## src/rtl/spc_pkg.sv

```systemverilog
package spc_pkg;
	// Register indices; byte address is four times the index
	localparam logic [15:0] IDX_MC_CTRL   = 16'hfff3;
	localparam logic [15:0] IDX_STATUS    = 16'hfff4;
	localparam logic [15:0] IDX_PORT_CTRL = 16'hfff6;
	localparam logic [15:0] IDX_COUNT     = 16'hfffb;

	// Port control bit positions
	localparam int unsigned CR_INT_CLK = 0;
	localparam int unsigned CR_CONT    = 1;
	localparam int unsigned CR_INT_FS  = 2;

	// Multichannel control bit positions
	localparam int unsigned MC_CNT_MODE = 0;
	localparam int unsigned MC_HALT     = 1;
	localparam int unsigned MC_IRQ_SEL  = 2;
	localparam int unsigned MC_MULTI    = 3;
	localparam int unsigned MC_BYTE     = 4;

	// Port status bit positions
	localparam int unsigned ST_PRESCALE_ENABLE   = 8;
	localparam int unsigned ST_CLK_OUT = 9;
	localparam int unsigned ST_SHIFT_CLK_CONFIG_BIT    = 10;
	localparam int unsigned ST_FSN     = 11;
	localparam int unsigned ST_FLAG    = 12;
	localparam int unsigned ST_FS_TXQ  = 13;
	localparam int unsigned ST_STABLE  = 14;

	// Values after reset
	localparam logic [2:0]  CR_RST    = 3'h0;
	localparam logic [4:0]  MC_RST    = 5'h00;
	localparam logic [15:0] COUNT_RST = 16'h0000;

	// Multichannel frame spacing in bit clocks, and channel count
	localparam logic [4:0] SLOT_16BIT  = 5'h12;
	localparam logic [4:0] SLOT_8BIT   = 5'h0a;
	localparam int unsigned MC_CHANNELS = 4;

	typedef enum logic [1:0] {
		SEQ_IDLE = 2'b01,
		SEQ_SLOT = 2'b10
	} spc_seq_e;
endpackage : spc_pkg

```

## src/rtl/spc_sync.sv

```systemverilog
`timescale 1ns/100ps
// Two-stage synchroniser for the shift clock pin
module spc_sync (
	input  wire logic hclk,
	input  wire logic hresetn,
	input  wire logic d,
	output logic      q
);
	logic meta_q;

	// Only the second stage is visible outside
	always_ff @(posedge hclk or negedge hresetn) begin
		if (!hresetn) begin
			meta_q <= 1'b0;
			q      <= 1'b0;
		end else begin
			meta_q <= d;
			q      <= meta_q;
		end
	end
endmodule : spc_sync

```

## src/rtl/spc_div8.sv

```systemverilog
`timescale 1ns/100ps
// One 8-bit prescaler stage: load from its reload byte or step down
module spc_div8 #(
	parameter int unsigned W = 8
) (
	input  wire logic         hclk,
	input  wire logic         hresetn,
	input  wire logic         load,
	input  wire logic         dec,
	input  wire logic [W-1:0] load_val,
	output logic      [W-1:0] cnt
);
	// Decrement wraps 0 to all ones, which gives the borrow chain
	always_ff @(posedge hclk or negedge hresetn) begin
		if (!hresetn) begin
			cnt <= '0;
		end else if (load) begin
			cnt <= load_val;
		end else if (dec) begin
			cnt <= cnt - W'(1);
		end
	end
endmodule : spc_div8

```

## src/rtl/spc_prescaler.sv

```systemverilog
`timescale 1ns/100ps
// How it works
// - Counter mode chains both bytes, counting down
// - Counter mode: no clock or sync scaling
// - Counter input is cpu clock or pin
// - Count readable anytime; halt freezes it
// - Zero reached sets the frame zero flag
// - At zero reload from buffer, keep counting
// - Writing one clears flag; zero ignored
// - Prescale register: frame high, shift low
// - Internal clock: half or full cpu clock
// - External clock: pin or cpu clock
// - Base features need only port control
// - Dividers run only with prescale enable
// - Clocks stable after first divider reload
// - 16-bit multichannel syncs 18 bit clocks apart
// - 8-bit multichannel syncs 10 bit clocks apart
// - Frame divider needs prescale enable set
// - Continuous mode disables multichannel options
// - Queue-rate mode: sync per shifted word
// - Shift clock is cpu clock over 2(N+1)
// - Frame rate is input over 2(N+1)
// - Counter interrupt replaces transmit interrupt
// - Halt defaults to counting; one stops
module spc_prescaler #(
	parameter int unsigned CHANNELS = spc_pkg::MC_CHANNELS
) (
	input  wire logic        hclk,
	input  wire logic        hresetn,
	input  wire logic        hsel,
	input  wire logic [31:0] haddr,
	input  wire logic [1:0]  htrans,
	input  wire logic        hwrite,
	input  wire logic [2:0]  hsize,
	input  wire logic [31:0] hwdata,
	input  wire logic        hready,
	output logic      [31:0] hrdata,
	output logic             hreadyout,
	output logic             hresp,
	input  wire logic        tx_shift_clock_i,
	output logic             tx_shift_clock_o,
	output logic             tx_shift_clock_oe,
	output logic             tx_frame_sync_o,
	output logic             tx_frame_sync_oe,
	input  wire logic        tx_word_shift,
	output logic             tx_interrupt
);
	logic [2:0]  cr_q;
	logic [4:0]  mc_q;
	logic        prescale_enable_q, prescale_enable_prev_q, clk_out_q, shift_clk_config_bit_q, fsn_q;
	logic        flag_q, fs_txq_q, stable_q;
	logic [15:0] reload_q;
	logic        wr_q;
	logic [15:0] idx_q;
	logic [15:0] rd_val;
	logic [7:0]  lo_cnt, hi_cnt;
	logic        lo_load, lo_dec, hi_load, hi_dec;
	logic        ext_s, ext_prev_q, ext_rise;
	logic        half_q, div_clk_q, shift_prev_q, shift_clk_d;
	logic        frame_clk_q, bit_rise, frame_evt;
	logic        cm, run, cnt_tick, start, cnt_zero_evt, flag_set;
	logic        multi_on, fs_req, fs_hold_q, fs_hold_d;
	logic [4:0]  slot_len, slot_q;
	logic [2:0]  chan_q;
	spc_pkg::spc_seq_e seq_q;
	wire         ap = hsel & hready & htrans[1];
	wire  [15:0] count = {hi_cnt, lo_cnt};
	wire         wr_cr = wr_q && idx_q == spc_pkg::IDX_PORT_CTRL;
	wire         wr_mc = wr_q && idx_q == spc_pkg::IDX_MC_CTRL;
	wire         wr_st = wr_q && idx_q == spc_pkg::IDX_STATUS;
	wire         wr_ct = wr_q && idx_q == spc_pkg::IDX_COUNT;

	// Address phase capture; zero wait states, always OKAY
	always_ff @(posedge hclk or negedge hresetn) begin
		if (!hresetn) begin
			wr_q      <= 1'b0;
			idx_q     <= 16'h0000;
			hrdata    <= 32'h0000_0000;
			hreadyout <= 1'b0;
			hresp     <= 1'b0;
		end else begin
			wr_q      <= ap & hwrite;
			idx_q     <= haddr[17:2];
			hrdata    <= (ap & ~hwrite) ? {16'h0000, rd_val} : 32'h0000_0000;
			hreadyout <= 1'b1;
			hresp     <= 1'b0;
		end
	end

	// Read mux; count reads the live counters, unmapped reads as zero
	always_comb begin
		rd_val = 16'h0000;
		case (haddr[17:2])
			spc_pkg::IDX_PORT_CTRL: rd_val = {13'h0000, cr_q};
			spc_pkg::IDX_MC_CTRL:   rd_val = {11'h000, mc_q};
			spc_pkg::IDX_COUNT:     rd_val = count;
			spc_pkg::IDX_STATUS: begin
				rd_val[spc_pkg::ST_PRESCALE_ENABLE]   = prescale_enable_q;
				rd_val[spc_pkg::ST_CLK_OUT] = clk_out_q;
				rd_val[spc_pkg::ST_SHIFT_CLK_CONFIG_BIT]    = shift_clk_config_bit_q;
				rd_val[spc_pkg::ST_FSN]     = fsn_q;
				rd_val[spc_pkg::ST_FLAG]    = flag_q;
				rd_val[spc_pkg::ST_FS_TXQ]  = fs_txq_q;
				rd_val[spc_pkg::ST_STABLE]  = stable_q;
			end
			default: rd_val = 16'h0000;
		endcase
	end

	// Control registers; hsize is ignored, whole words only
	always_ff @(posedge hclk or negedge hresetn) begin
		if (!hresetn) begin
			cr_q      <= spc_pkg::CR_RST;
			mc_q      <= spc_pkg::MC_RST;
			prescale_enable_q   <= 1'b0;
			clk_out_q <= 1'b0;
			shift_clk_config_bit_q    <= 1'b0;
			fsn_q     <= 1'b0;
			fs_txq_q  <= 1'b0;
			reload_q  <= spc_pkg::COUNT_RST;
		end else begin
			if (wr_cr) cr_q <= hwdata[2:0];
			if (wr_mc) mc_q <= hwdata[4:0];
			if (wr_ct) reload_q <= hwdata[15:0];
			if (wr_st) begin
				prescale_enable_q   <= hwdata[spc_pkg::ST_PRESCALE_ENABLE];
				clk_out_q <= hwdata[spc_pkg::ST_CLK_OUT];
				shift_clk_config_bit_q    <= hwdata[spc_pkg::ST_SHIFT_CLK_CONFIG_BIT];
				fsn_q     <= hwdata[spc_pkg::ST_FSN];
				fs_txq_q  <= hwdata[spc_pkg::ST_FS_TXQ];
			end
		end
	end

	// Flag: set wins over a same-cycle write-one clear
	always_ff @(posedge hclk or negedge hresetn) begin
		if (!hresetn) begin
			flag_q <= 1'b0;
		end else if (flag_set) begin
			flag_q <= 1'b1;
		end else if (wr_st && hwdata[spc_pkg::ST_FLAG]) begin
			flag_q <= 1'b0;
		end
	end

	spc_sync u_sync (
		.hclk    (hclk),
		.hresetn (hresetn),
		.d       (tx_shift_clock_i),
		.q       (ext_s)
	);

	// Clock edges: pin edge, half-rate toggle, divided shift clock
	always_ff @(posedge hclk or negedge hresetn) begin
		if (!hresetn) begin
			ext_prev_q   <= 1'b0;
			half_q       <= 1'b0;
			div_clk_q    <= 1'b0;
			shift_prev_q <= 1'b0;
			frame_clk_q  <= 1'b0;
			prescale_enable_prev_q <= 1'b0;
		end else begin
			ext_prev_q   <= ext_s;
			half_q       <= ~half_q;
			shift_prev_q <= shift_clk_d;
			prescale_enable_prev_q <= prescale_enable_q;
			if (!prescale_enable_q || cm) begin
				div_clk_q   <= 1'b0;
				frame_clk_q <= 1'b0;
			end else begin
				if (lo_load && !start) div_clk_q <= ~div_clk_q;
				if (hi_load && !start) frame_clk_q <= ~frame_clk_q;
			end
		end
	end

	assign ext_rise = ext_s & ~ext_prev_q;
	assign cm       = mc_q[spc_pkg::MC_CNT_MODE];
	assign start    = prescale_enable_q & ~prescale_enable_prev_q;
	// Undivided half rate whenever the prescaler is not scaling
	assign shift_clk_d = (prescale_enable_q && !cm) ? div_clk_q : half_q;
	assign bit_rise = cr_q[spc_pkg::CR_INT_CLK] ? (shift_clk_d & ~shift_prev_q) : ext_rise;
	// Counter input selection
	assign cnt_tick = cr_q[spc_pkg::CR_INT_CLK] ? (clk_out_q ? half_q : 1'b1)
		: (clk_out_q ? ext_rise : 1'b1);
	assign run = prescale_enable_q & ~mc_q[spc_pkg::MC_HALT] & cnt_tick;
	assign frame_evt = prescale_enable_q & ~cm & ~start & hi_load & ~frame_clk_q;
	assign cnt_zero_evt = cm & run & ~start & lo_dec & ~hi_dec & lo_cnt == 8'h01 &
		hi_cnt == 8'h00;
	assign flag_set = cm ? cnt_zero_evt : (prescale_enable_q & ~start & hi_load);

	// Divider steering, normal and chained counter mode
	always_comb begin
		lo_load = 1'b0;
		lo_dec  = 1'b0;
		hi_load = 1'b0;
		hi_dec  = 1'b0;
		if (start) begin
			lo_load = 1'b1;
			hi_load = 1'b1;
		end else if (prescale_enable_q) begin
			if (cm) begin
				if (run && count == 16'h0000) begin
					lo_load = 1'b1;
					hi_load = 1'b1;
				end else if (run) begin
					lo_dec = 1'b1;
					hi_dec = lo_cnt == 8'h00;
				end
			end else begin
				lo_load = lo_cnt == 8'h00;
				lo_dec  = lo_cnt != 8'h00;
				if (bit_rise) begin
					hi_load = hi_cnt == 8'h00;
					hi_dec  = hi_cnt != 8'h00;
				end
			end
		end
	end

	spc_div8 u_shift_div (
		.hclk     (hclk),
		.hresetn  (hresetn),
		.load     (lo_load),
		.dec      (lo_dec),
		.load_val (reload_q[7:0]),
		.cnt      (lo_cnt)
	);

	spc_div8 u_frame_div (
		.hclk     (hclk),
		.hresetn  (hresetn),
		.load     (hi_load),
		.dec      (hi_dec),
		.load_val (reload_q[15:8]),
		.cnt      (hi_cnt)
	);

	// Stability tracks the first reload after enabling
	always_ff @(posedge hclk or negedge hresetn) begin
		if (!hresetn) begin
			stable_q <= 1'b0;
		end else if (!prescale_enable_q) begin
			stable_q <= 1'b0;
		end else if (!start && (lo_load || hi_load)) begin
			stable_q <= 1'b1;
		end
	end

	// Multichannel sequencer; continuous mode masks it out
	assign multi_on = mc_q[spc_pkg::MC_MULTI] & ~cr_q[spc_pkg::CR_CONT];
	assign slot_len = mc_q[spc_pkg::MC_BYTE] ? spc_pkg::SLOT_8BIT
		: spc_pkg::SLOT_16BIT;

	always_ff @(posedge hclk or negedge hresetn) begin
		if (!hresetn) begin
			seq_q  <= spc_pkg::SEQ_IDLE;
			slot_q <= 5'h00;
			chan_q <= 3'h0;
		end else begin
			case (seq_q)
				spc_pkg::SEQ_IDLE: begin
					if (multi_on && frame_evt) begin
						seq_q  <= spc_pkg::SEQ_SLOT;
						slot_q <= slot_len - 5'h01;
						chan_q <= 3'h1;
					end
				end
				spc_pkg::SEQ_SLOT: begin
					if (!multi_on || !prescale_enable_q) begin
						seq_q <= spc_pkg::SEQ_IDLE;
					end else if (bit_rise && slot_q != 5'h00) begin
						slot_q <= slot_q - 5'h01;
					end else if (bit_rise) begin
						slot_q <= slot_len - 5'h01;
						chan_q <= chan_q + 3'h1;
						if (chan_q == 3'(CHANNELS - 1)) seq_q <= spc_pkg::SEQ_IDLE;
					end
				end
				default: seq_q <= spc_pkg::SEQ_IDLE;
			endcase
		end
	end

	// Frame sync request: queue rate in legacy or counter use
	always_comb begin
		if (fs_txq_q || !prescale_enable_q || cm) begin
			fs_req = tx_word_shift;
		end else if (multi_on) begin
			fs_req = (seq_q == spc_pkg::SEQ_IDLE && frame_evt) ||
				(seq_q == spc_pkg::SEQ_SLOT && bit_rise && slot_q == 5'h00 &&
				prescale_enable_q);
		end else begin
			fs_req = frame_evt;
		end
		fs_hold_d = fs_req | (fs_hold_q & ~bit_rise);
	end

	// Pins and interrupt, all registered; pulse lasts one bit clock
	always_ff @(posedge hclk or negedge hresetn) begin
		if (!hresetn) begin
			fs_hold_q         <= 1'b0;
			tx_shift_clock_o  <= 1'b0;
			tx_shift_clock_oe <= 1'b0;
			tx_frame_sync_o   <= 1'b0;
			tx_frame_sync_oe  <= 1'b0;
			tx_interrupt      <= 1'b0;
		end else begin
			fs_hold_q         <= fs_hold_d;
			tx_shift_clock_o  <= shift_clk_d ^ shift_clk_config_bit_q;
			tx_shift_clock_oe <= cr_q[spc_pkg::CR_INT_CLK];
			tx_frame_sync_o   <= fs_hold_d ^ fsn_q;
			tx_frame_sync_oe  <= cr_q[spc_pkg::CR_INT_FS];
			tx_interrupt      <= mc_q[spc_pkg::MC_IRQ_SEL] ? cnt_zero_evt
				: tx_word_shift;
		end
	end
endmodule : spc_prescaler

```

## config.mk

```make
export PLATFORM = sky130hd
export DESIGN_NAME = spc_prescaler
export DESIGN_NICKNAME = d
export VERILOG_FILES = /design/src/rtl/spc_pkg.sv /design/src/rtl/spc_sync.sv /design/src/rtl/spc_div8.sv /design/src/rtl/spc_prescaler.sv
export SDC_FILE = /design/constraint.sdc
export NUM_CORES = 1
export LEC_CHECK = 0
export BUFFER_PORTS_ARGS = -buffer_cell sky130_fd_sc_hd__buf_4
export CORE_MARGIN = 2
export CORE_UTILIZATION = 43
export CTS_BUF_LIST = sky130_fd_sc_hd__clkbuf_2
export DETAILED_ROUTE_END_ITERATION = 10
export MAX_ROUTING_LAYER = met4
export PLACE_DENSITY = 0.77
export SKIP_LAST_GASP = 1
export SYNTH_ARGS = -nofsm -noshare
export SYNTH_HDL_FRONTEND = slang
export SYNTH_HIERARCHICAL = 1
export SYNTH_SLANG_ARGS = --single-unit
```

## constraint.sdc

```tcl
create_clock -name hclk -period 7.05 [get_ports hclk]
set_input_delay 0.705 -clock hclk [delete_from_list [all_inputs] [get_ports hclk]]
set_output_delay 0.705 -clock hclk [all_outputs]
set_load 0.02 [all_outputs]
```

==> metrics, run 1 <==
status finished, final reports clean; DP HPWL 7220 um; Slew headroom 21.4%; Max Freq 0.339 GHz; hold crit path type input pin to flip-flop; most frequent cell after synthesis dfrtp_1; max_cap viols 0; fin crit share 41.9%; mapped cell area 0.00485 mm2; WL/cell 15.7 um; total power density per cell area 251 mW/mm2; grt ovf 0; CP max FO 7; io pins 115; maximum vdd drop 0.0859 mV; DR iter-0 viols 339; WP data arrival 3.51 ns; H-tree depth 3; drc violations 0; via count 3295; CP required 7.61 ns; top cells by count, synth dfrtp_1 (104), nand2_1 (36), nor2_1 (29); CTS Buf Count 9; row cnt 38; area growth from synthesis to layout 14.5%; first-pass GRT wire length 16000 um; Resize count post-CTS 0; Placement Cell Area 0.00538 mm2; vias in the first global route 3227; Design Area, Final 0.00555 mm2; CTS sink count 105; worst r2r dst u_frame_div/cnt[6]; r2r startpoint u_shift_div/cnt[3]; Filler cells 978; share of the synthesized area in the top cell type 53.6%; Via density 5.21; Total GRT Usage 18.2%; Initial Utilization 44.4%; flops & latches, synth 105; worst-case clock buffer depth 2; drt first pass iters 4; crit start category flip-flop; Post-synth EDFFs 0; Seq/Total Area, Yosys 54.2%; CORE AREA 0.0109 mm2; setup violators final 0; initial antenna violation count 0; WL met3 488 um; clk root buf clkbuf_2; R2R cell count 8; Worst Skew 0.0339 ns; hold path depth 1; Distinct cells, synth 63; Mean Syn Cell Area 11.4 um2; WHS Endpoint u_sync/meta_q; Syn Inst Count 425; antenna fix cells 0; unrepaired setup endpoints after global routing no; Top Layer Used met4; share of cells above drive strength 1 27.2%; Post-synth top flop dfrtp_1; Die Ht 110 um; number of setup buffers added after CTS 0; Worst Max-Slew Pin Slew 1.17 ns; warnings from Yosys 6; worst hold slack 0.164 ns; clk slew on worst S/H paths 0.28 ns; Post-Route M1 WL 4290 um; endpoints failing hold 0; LEAKAGE 2.59 nW; FFs w/ async S/R, synth 100%; met2 wire len 4910 um; r2r setup slk 4.10 ns; top post-synthesis cells by area dfrtp_1 (54%), mux2_2 (5.6%), mux2_4 (3.7%); setup_tns 0 ns; largest net degree at the start of global routing 72; TritonCTS clock tree yes; post-synth top area cell dfrtp_1; clk_lat worst skew 0.61 ns; Die ar. 0.0121 mm2; Buffers on Ports 61; routed wire length 9920 um; DRT antenna net count 0; hold_sp tx_shift_clock_i; NumNets Final 568; WS Path Type flip-flop to flip-flop; die width 110 um; GPL Wtd Cong 0.922; CP endpoint kind flip-flop; minimum clock period 2.95 ns; max-slew violations 0
## cell families (layout without fill, tap and decap cells)
| family | Yosys count | after routing | share of synthesized area [%] |
|---|---|---|---|
| DFF | 105 | 105 | 54.2 |
| AOI/OAI and AO/OA | 60 | 60 | 8.56 |
| xor gates and xnor gates | 12 | 12 | 2.17 |
| adders and majority gates | 5 | 5 | 1.29 |
| and+or+nand+nor | 152 | 152 | 18.2 |
| buffers and inverters | 50 | 101 | 5.55 |
| other | 2 | 18 | 0.155 |
| muxes | 39 | 39 | 9.90 |
## cell type report
type | count | area [um2] | share of cell area (%)
clock buffer | 10 | 50.0 | 0.901
clock inverter | 6 | 115 | 2.07
inverter | 20 | 75.1 | 1.35
multi-input combinational | 286 | 2020 | 36.3
sequential | 105 | 2630 | 47.3
tap | 140 | 175 | 3.15
timing repair buffer | 65 | 490 | 8.83
## worst max-delay path: stages, from the launching register on
cell      delay, ns
dfrtp_1        0.51
or4_1          0.59
or3_4          0.43
o21ai_1        0.13
o21ai_1        0.12
nor3_2         0.40
nand3b_1       0.15
or4_1          0.49
nand3_1        0.10
## per-layer routing
layer	track usage [%]	up-vias
li1	-	1593
met5	-	-
met2	27.8	85
met4	7.32	0
met3	4.41	15
met1	23.3	1602
## registers in the layout, indices dropped and copies added, names as in the netlist, 2 cells and up
signal and count:
u_frame_div/cnt 8, slot_q 5, mc_q 5, u_shift_div/cnt 8, reload_q 16, chan_q 3, hrdata 16, idx_q 16
cr_q 3, seq_q 2
## metrics by stage
| step | instances | utilization (%) | total power [mW] | setup slack (ns) |
|---|---|---|---|---|
| after floorplan | 441 | - | 0.957 | 4.43 |
| after global placement | 615 | 49.2 | 1.03 | 4.21 |
| after detailed placement | 615 | 49.2 | 1.05 | 4.13 |
| after CTS | 632 | 50.8 | 1.40 | 4.08 |
| after global routing | 632 | 50.8 | 1.48 | 3.84 |
| final | 632 | 50.8 | 1.39 | 4.10 |
## layout by cell type, fill, tap and decap left out, drive strengths merged, types with 3 or more instances in the layout
| master | instances |
|---|---|
| a211o | 5 |
| a21oi | 5 |
| a22oi | 10 |
| and3 | 4 |
| and4bb | 3 |
| buf | 64 |
| bufinv | 3 |
| clkbuf | 10 |
| conb | 18 |
| dfrtp | 104 |
| ha | 5 |
| inv | 21 |
| mux2 | 36 |
| mux2i | 3 |
| nand2 | 36 |
| nand2b | 5 |
| nand3 | 16 |
| nand3b | 3 |
| nand4 | 7 |
| nor2 | 29 |
| nor2b | 7 |
| nor3 | 10 |
| nor4 | 9 |
| nor4b | 3 |
| o21ai | 22 |
| or3 | 5 |
| or4 | 4 |
| xnor2 | 6 |
| xor2 | 6 |
## where the power goes
group	switching [mW]	leakage, nW	internal [mW]
Sequential	0.104	1.31	0.674
Combinational	0.132	1.19	0.128
Clock	0.198	0.0927	0.156
Total	0.435	2.59	0.958
## worst max-delay path by stage
| stage | start | end | slack, ns | depth (start not counted) |
|---|---|---|---|---|
| after floorplan | u_shift_div/cnt[4] | u_frame_div/cnt[6] | 4.43 | 8 |
| after CTS | u_shift_div/cnt[3] | u_frame_div/cnt[6] | 4.08 | 8 |
| final | u_shift_div/cnt[3] | u_frame_div/cnt[6] | 4.10 | 8 |
| after global routing | u_shift_div/cnt[3] | u_frame_div/cnt[3] | 3.84 | 8 |
| after detailed placement | u_shift_div/cnt[4] | u_frame_div/cnt[5] | 4.13 | 8 |
| after global placement | u_shift_div/cnt[4] | u_frame_div/cnt[6] | 4.21 | 8 |
## what timing repair did
| action | 4_1_cts | 5_1_grt |
|---|---|---|
| hold buffers | 1 | 0 |
| endpoints found under the hold margin | 32 | 0 |
| endpoints found under the setup margin | 0 | 0 |
No activity file was read; power rests on OpenSTA's default activity.
==> inputs of run 2 (changes only) <==
==> constraint.sdc (replaced) <==
create_clock -name hclk -period 3.1 [get_ports hclk]
set_input_delay 0.31 -clock hclk [delete_from_list [all_inputs] [get_ports hclk]]
set_output_delay 0.31 -clock hclk [all_outputs]
set_load 0.02 [all_outputs]
==> metrics, run 2 (synthesis gave the netlist of run 1 again) <==
status finished, final reports clean; endpoints failing hold 0 (unchanged); row cnt 38 (unchanged); minimum clock period 2.82 ns (-0.131 ns); maximum vdd drop 0.218 mV (+150%); share of cells above drive strength 1 25.7% (-1.5 points); most common cell after layout, fill and taps aside dfrtp_1; WL/cell 15.6 um (-0.33%); Slew headroom 35.3% (+14 points); Filler cells 925 (-5.4%); WL met3 560 um (+15%); Die ar. 0.0121 mm2 (unchanged); Placement Cell Area 0.00542 mm2 (+0.70%); DP HPWL 7390 um (+2.3%); total power density per cell area 527 mW/mm2 (+110%); WS Path Type flip-flop to flip-flop; vias in the first global route 3363 (+4.2%); io pins 115 (unchanged); LEAKAGE 2.75 nW (+6.3%); antenna fix cells 0 (unchanged); number of setup buffers added after CTS 0 (unchanged); met2 wire len 5210 um (+6.0%); final core occ 54.2% (+3.5 points); number of placed instances, taps included 620 (+0.81%); max-slew violations 0 (unchanged); TritonCTS clock tree yes; drc violations 0 (unchanged); CP endpoint kind flip-flop; max_cap viols 0 (unchanged); crit start category flip-flop; area growth from synthesis to layout 22.3%; die width 110 um (unchanged); CTS Buf Count 9 (unchanged); Post-Layout Cell Count 673 (+6.5%); H-tree depth 3 (unchanged); setup violators final 0 (unchanged); grt ovf 0 (unchanged); routed wire length 10500 um (+6.1%); initial antenna violation count 0 (unchanged); leading cell types in the layout, fill and taps excluded dfrtp_1 (104), buf_4 (69), dlygate4sd3_1 (37), nand2_1 (36), nor2_1 (29); first-pass GRT wire length 16900 um (+5.9%); clk root buf clkbuf_2; fin crit share 90.9% (+49 points); via count 3607 (+9.5%); Max Freq 0.355 GHz (+4.7%); hold crit path type input pin to flip-flop; drt first pass iters 5 (+1); worst hold slack 0.174 ns (+0.00952 ns); Design Area, Final 0.00593 mm2 (+6.8%); clk slew on worst S/H paths 0.26 ns (-0.02 ns); CP required 3.67 ns (-3.94 ns); Die Ht 110 um (unchanged); CP max FO 6 (-1); CTS sink count 105 (unchanged); clk_lat worst skew 0.62 ns (about the same); Worst Skew 0.0285 ns (-0.00536 ns); largest net degree at the start of global routing 78 (+8.3%); CORE AREA 0.0109 mm2 (unchanged); Top Layer Used met4; Post-Route M1 WL 4450 um (+3.9%); unrepaired setup endpoints after global routing no; setup_tns 0 ns (unchanged); Worst Max-Slew Pin Slew 0.963 ns (-0.209 ns); Via density 5.36 (+2.8%); WP data arrival 3.39 ns (-0.12 ns); GPL Wtd Cong 0.921 (-0.13%); Regs by FF count hrdata (16), idx_q (16), reload_q (16); worst-case clock buffer depth 2 (unchanged); DR iter-0 viols 291 (-14%); Initial Utilization 44.4% (unchanged); Buffers on Ports 61 (unchanged); DRT antenna net count 0 (unchanged); NumNets Final 609 (+7.2%); Total GRT Usage 19.1% (+0.93 points)
run 2: routing by layer:
layer,track usage (%),vias up
li1,-,1668
met1,24.6,1783
met2,29.9,130
met3,4.53,26
met4,6.43,0
met5,-,-
run 2: final timing paths:
path                               startpoint            endpoint  slack [ns]  cells past startpoint
min reg2reg                     u_sync/meta_q            u_sync/q        0.39                      0
min in group asynchronous             hresetn            u_sync/q        0.34                      2
max reg2reg                u_shift_div/cnt[4]  u_frame_div/cnt[6]        0.28                      8
max in group asynchronous             hresetn           hrdata[2]        1.94                      3
min                                    hready           hrdata[4]        0.17                      5
max                        u_shift_div/cnt[4]  u_frame_div/cnt[6]        0.28                      8
run 2: worst max-delay path: stages (launching register included):
cell and delay [ns]:
dfrtp_1 0.50, or4_1 0.59, or3_4 0.43, o21ai_1 0.14, o21ai_1 0.13, nor3_2 0.25, nand3b_1 0.14, or4_1 0.50
nand3_1 0.10
run 2: area by class of cell:
class	count	area, um2	area share (%)
well taps	140	175	2.95
multi-input cells	286	2030	34.2
inverters	20	75.1	1.27
clock inverters	7	92.6	1.56
flip-flops and latches	105	2630	44.3
repair buffers	106	888	15.0
clock buffers	9	45.0	0.759
run 2: repair_timing:
action                                  CTS  global route
resized for setup                         0             1
endpoints found under the setup margin    0             1
hold endpoints to repair                124             0
hold buffers                             37             0
run 2: metrics by stage:
step	worst slack, ns	power [mW]
6_report	0.281	3.13
2_1_floorplan	0.481	2.18
5_1_grt	0.153	3.31
4_1_cts	0.259	3.14
3_3_place_gp	0.314	2.35
3_5_place_dp	0.275	2.39
run 2: power by group:
part           total (mW)  internal (mW)  switching (mW)
Combinational       0.649          0.329           0.320
Clock               0.716          0.265           0.450
Sequential           1.76           1.53           0.229
==> inputs of run 3 (changes only) <==
--- a/config.mk
+++ b/config.mk
@@ -15,5 +15,4 @@
 export SKIP_LAST_GASP = 1
 export SYNTH_ARGS = -nofsm -noshare
 export SYNTH_HDL_FRONTEND = slang
-export SYNTH_HIERARCHICAL = 1
 export SYNTH_SLANG_ARGS = --single-unit
==> metrics, run 3 <==
FFs w/ async S/R, synth 100% (unchanged); share of cells above drive strength 1 24.1% (-1.6 points); sequential share of power 63.5% (+7.1 points); clk slew on worst S/H paths 0.28 ns (+0.02 ns); Total GRT Usage 19.1% (-0.020 points); hold crit path type input pin to flip-flop; drt first pass iters 6 (+1); leading cell types in the layout, fill and taps excluded dfrtp_1 (104), buf_4 (65), nor2_1 (37), dlygate4sd3_1 (37), mux2_2 (31); crit start category flip-flop; flops & latches, synth 105 (unchanged); largest net degree at the start of global routing 105 (+35%); Mean Syn Cell Area 11.4 um2 (+0.16%); GPL Wtd Cong 0.877 (-4.7%); grt ovf 0 (unchanged); row cnt 38 (unchanged); DRT antenna net count 0 (unchanged); area growth from synthesis to layout 21.7%; status finished, final reports clean; WS Path Type flip-flop to flip-flop; mapped cell area 0.00474 mm2 (-2.2%); initial antenna violation count 1 (+1); hold_buf cts 37 (unchanged); DP HPWL 7190 um (-2.6%); routed wire length 10300 um (-2.6%); maximum vdd drop 0.187 mV (-14%); Resize count post-CTS 0 (unchanged); drc violations 0 (unchanged); Max Freq 0.382 GHz (+7.6%); Pwr Total 2.44 mW (-22%); Die Ht 109 um (-1.1%); number of setup buffers added after CTS 0 (unchanged); CP endpoint kind flip-flop; Post-synth top flop dfrtp_1; clk_lat worst skew 0.58 ns (-0.04 ns); r2r setup slk 0.48 ns (+0.20 ns); minimum clock period 2.62 ns (-0.200 ns); setup violators final 0 (unchanged); CTS Buf Count 9 (unchanged); Buffers on Ports 61 (unchanged); GR Util met1 24.2% (-0.42 points); vias in the first global route 3431 (+2.0%); H-tree depth 3 (unchanged); first-pass GRT wire length 16800 um (-0.29%); Clock Power Share 22.8% (about the same); Seq/Total Area, Yosys 55.4% (+1.2 points); share of the synthesized area in the top cell type 54.9% (+1.2 points); fin crit share 84.5% (-6.5 points); top cells by count, synth dfrtp_1 (104), nor2_1 (37), mux2_2 (31); Internal Power 1.72 mW (-19%); met3 Use GR 3.11% (-1.4 points); worst-case clock buffer depth 2 (unchanged); most frequent cell after synthesis dfrtp_1; CTS sink count 105 (unchanged); warnings from Yosys 0 (-6); DR iter-0 viols 234 (-20%); max_cap viols 0 (unchanged); NumNets Final 600 (-1.5%); Die ar. 0.0119 mm2 (-2.1%); Via density 5.28 (-1.5%); unrepaired setup endpoints after global routing no; Most Crowded Layer GR met2; TritonCTS clock tree yes; die width 109 um (-1.1%); combinational fraction of design power 13.7% (-7.1 points); via count 3499 (-3.0%); io pins 115 (unchanged); total power density per cell area 423 mW/mm2 (-20%); Post-synth EDFFs 0 (unchanged); WP data arrival 3.13 ns (-0.26 ns); Sw Share 29.5% (-2.5 points); r2r startpoint mc_q[0]; top post-synthesis cells by area dfrtp_1 (55%), mux2_2 (7.4%), buf_4 (3.0%); endpoints failing hold 0 (unchanged); net switching power 719 uW (-28%); Slew headroom 54.1% (+19 points); CP Launch Point mc_q[0]; post-synth top area cell dfrtp_1; LEAKAGE 2.56 nW (-7.1%); R2R cell count 6 (-2); worst setup path endpoint u_frame_div.cnt[0]; clk root buf clkbuf_2; Regs by FF count hrdata (16), idx_q (16), reload_q (16); Worst Skew 0.0317 ns (+0.00317 ns); worst r2r dst u_frame_div.cnt[0]; most common cell after layout, fill and taps aside dfrtp_1; Worst Max-Slew Pin Slew 0.686 ns (-0.277 ns); Distinct cells, synth 66 (+4.8%); max-slew violations 0 (unchanged); Syn Inst Count 415 (-2.4%); CP max FO 13 (+7); setup_tns 0 ns (unchanged); grt met2 use 31.0% (+1.1 points); CORE AREA 0.0108 mm2 (-1.3%); Initial Utilization 44.0% (-0.40 points); CP required 3.61 ns (-0.06 ns); WL/cell 15.5 um (-1.2%)
## run 3: changes by cell type after synthesis, sizes merged, moves of 3 or more
cell	delta
nand2	-15
a21oi	+12
nor2	+8
nand3	-6
o21ai	-6
nor4	-5
a221o	+4
or3	-4
a211o	-3
a222oi	+3
and4bb	-3
mux2	-3
or4	-3
## run 3: how the worst min path moves through the flow
stage                       start   endpoint  slack (ns)  cells after the start
final                      hready       wr_q        0.04                      3
after global routing       hready       wr_q        0.03                      3
after CTS                  hready       wr_q        0.03                      3
after detailed placement  hresetn  hreadyout        0.10                      1
after global placement    hresetn  hreadyout        0.10                      1
after floorplan           hresetn  chan_q[0]        0.01                      0
## run 3: logic make-up after synthesis
group / count (synthesis) / synth area share, %
compound gates: 78 / 12.0
xor+xnor: 13 / 2.40
fa+ha+maj: 6 / 1.58
buf+inv: 48 / 5.35
flops: 105 / 55.4
mux: 35 / 8.33
other cells: 2 / 0.158
simple gates: 128 / 14.7
## run 3: power by group through the flow
stage / Combinational, mW / Clock (mW) / Sequential (mW)
2_1_floorplan: 0.197 / 0 / 1.55
3_3_place_gp: 0.286 / 0 / 1.57
3_5_place_dp: 0.296 / 0 / 1.57
4_1_cts: 0.335 / 0.564 / 1.55
5_1_grt: 0.375 / 0.625 / 1.56
6_report: 0.334 / 0.557 / 1.55
## run 3: through the flow
step / utilization [%] / hold slack [ns] / instance area, um2 / setup slack, ns / cells
detailed placement: 49.2 / 0.102 / 5310 / 0.507 / 610
CTS: 53.5 / 0.0306 / 5770 / 0.495 / 662
finish: 53.5 / 0.0413 / 5770 / 0.481 / 663
floorplan: - / 0.0144 / 4800 / 0.913 / 431
global route: 53.5 / 0.0318 / 5770 / 0.263 / 663
global placement: 49.2 / 0.100 / 5310 / 0.547 / 610
## run 3: worst max-delay path: stages, from the launching register on
cell and delay [ns]:
dfrtp_1 0.66, nand2b_4 0.26, mux2i_2 0.32, o21a_1 0.46, o221ai_1 0.20, and2_1 0.28, a221o_1 0.38
## run 3: cell type report
class	instances	area [um2]
clock buffers	9	45.0
repair buffers	103	878
fillers	902	5020
inverters	21	78.8
flip-flops and latches	105	2630
clock inverters	6	42.5
well taps	140	175
diodes	1	2.50
multi-input cells	278	1920
## run 3: routing by layer
metal,routed length [um],vias up
met1,4410,1742
met2,5310,87
met3,382,13
li1,-,1657
met5,0,-
met4,146,0
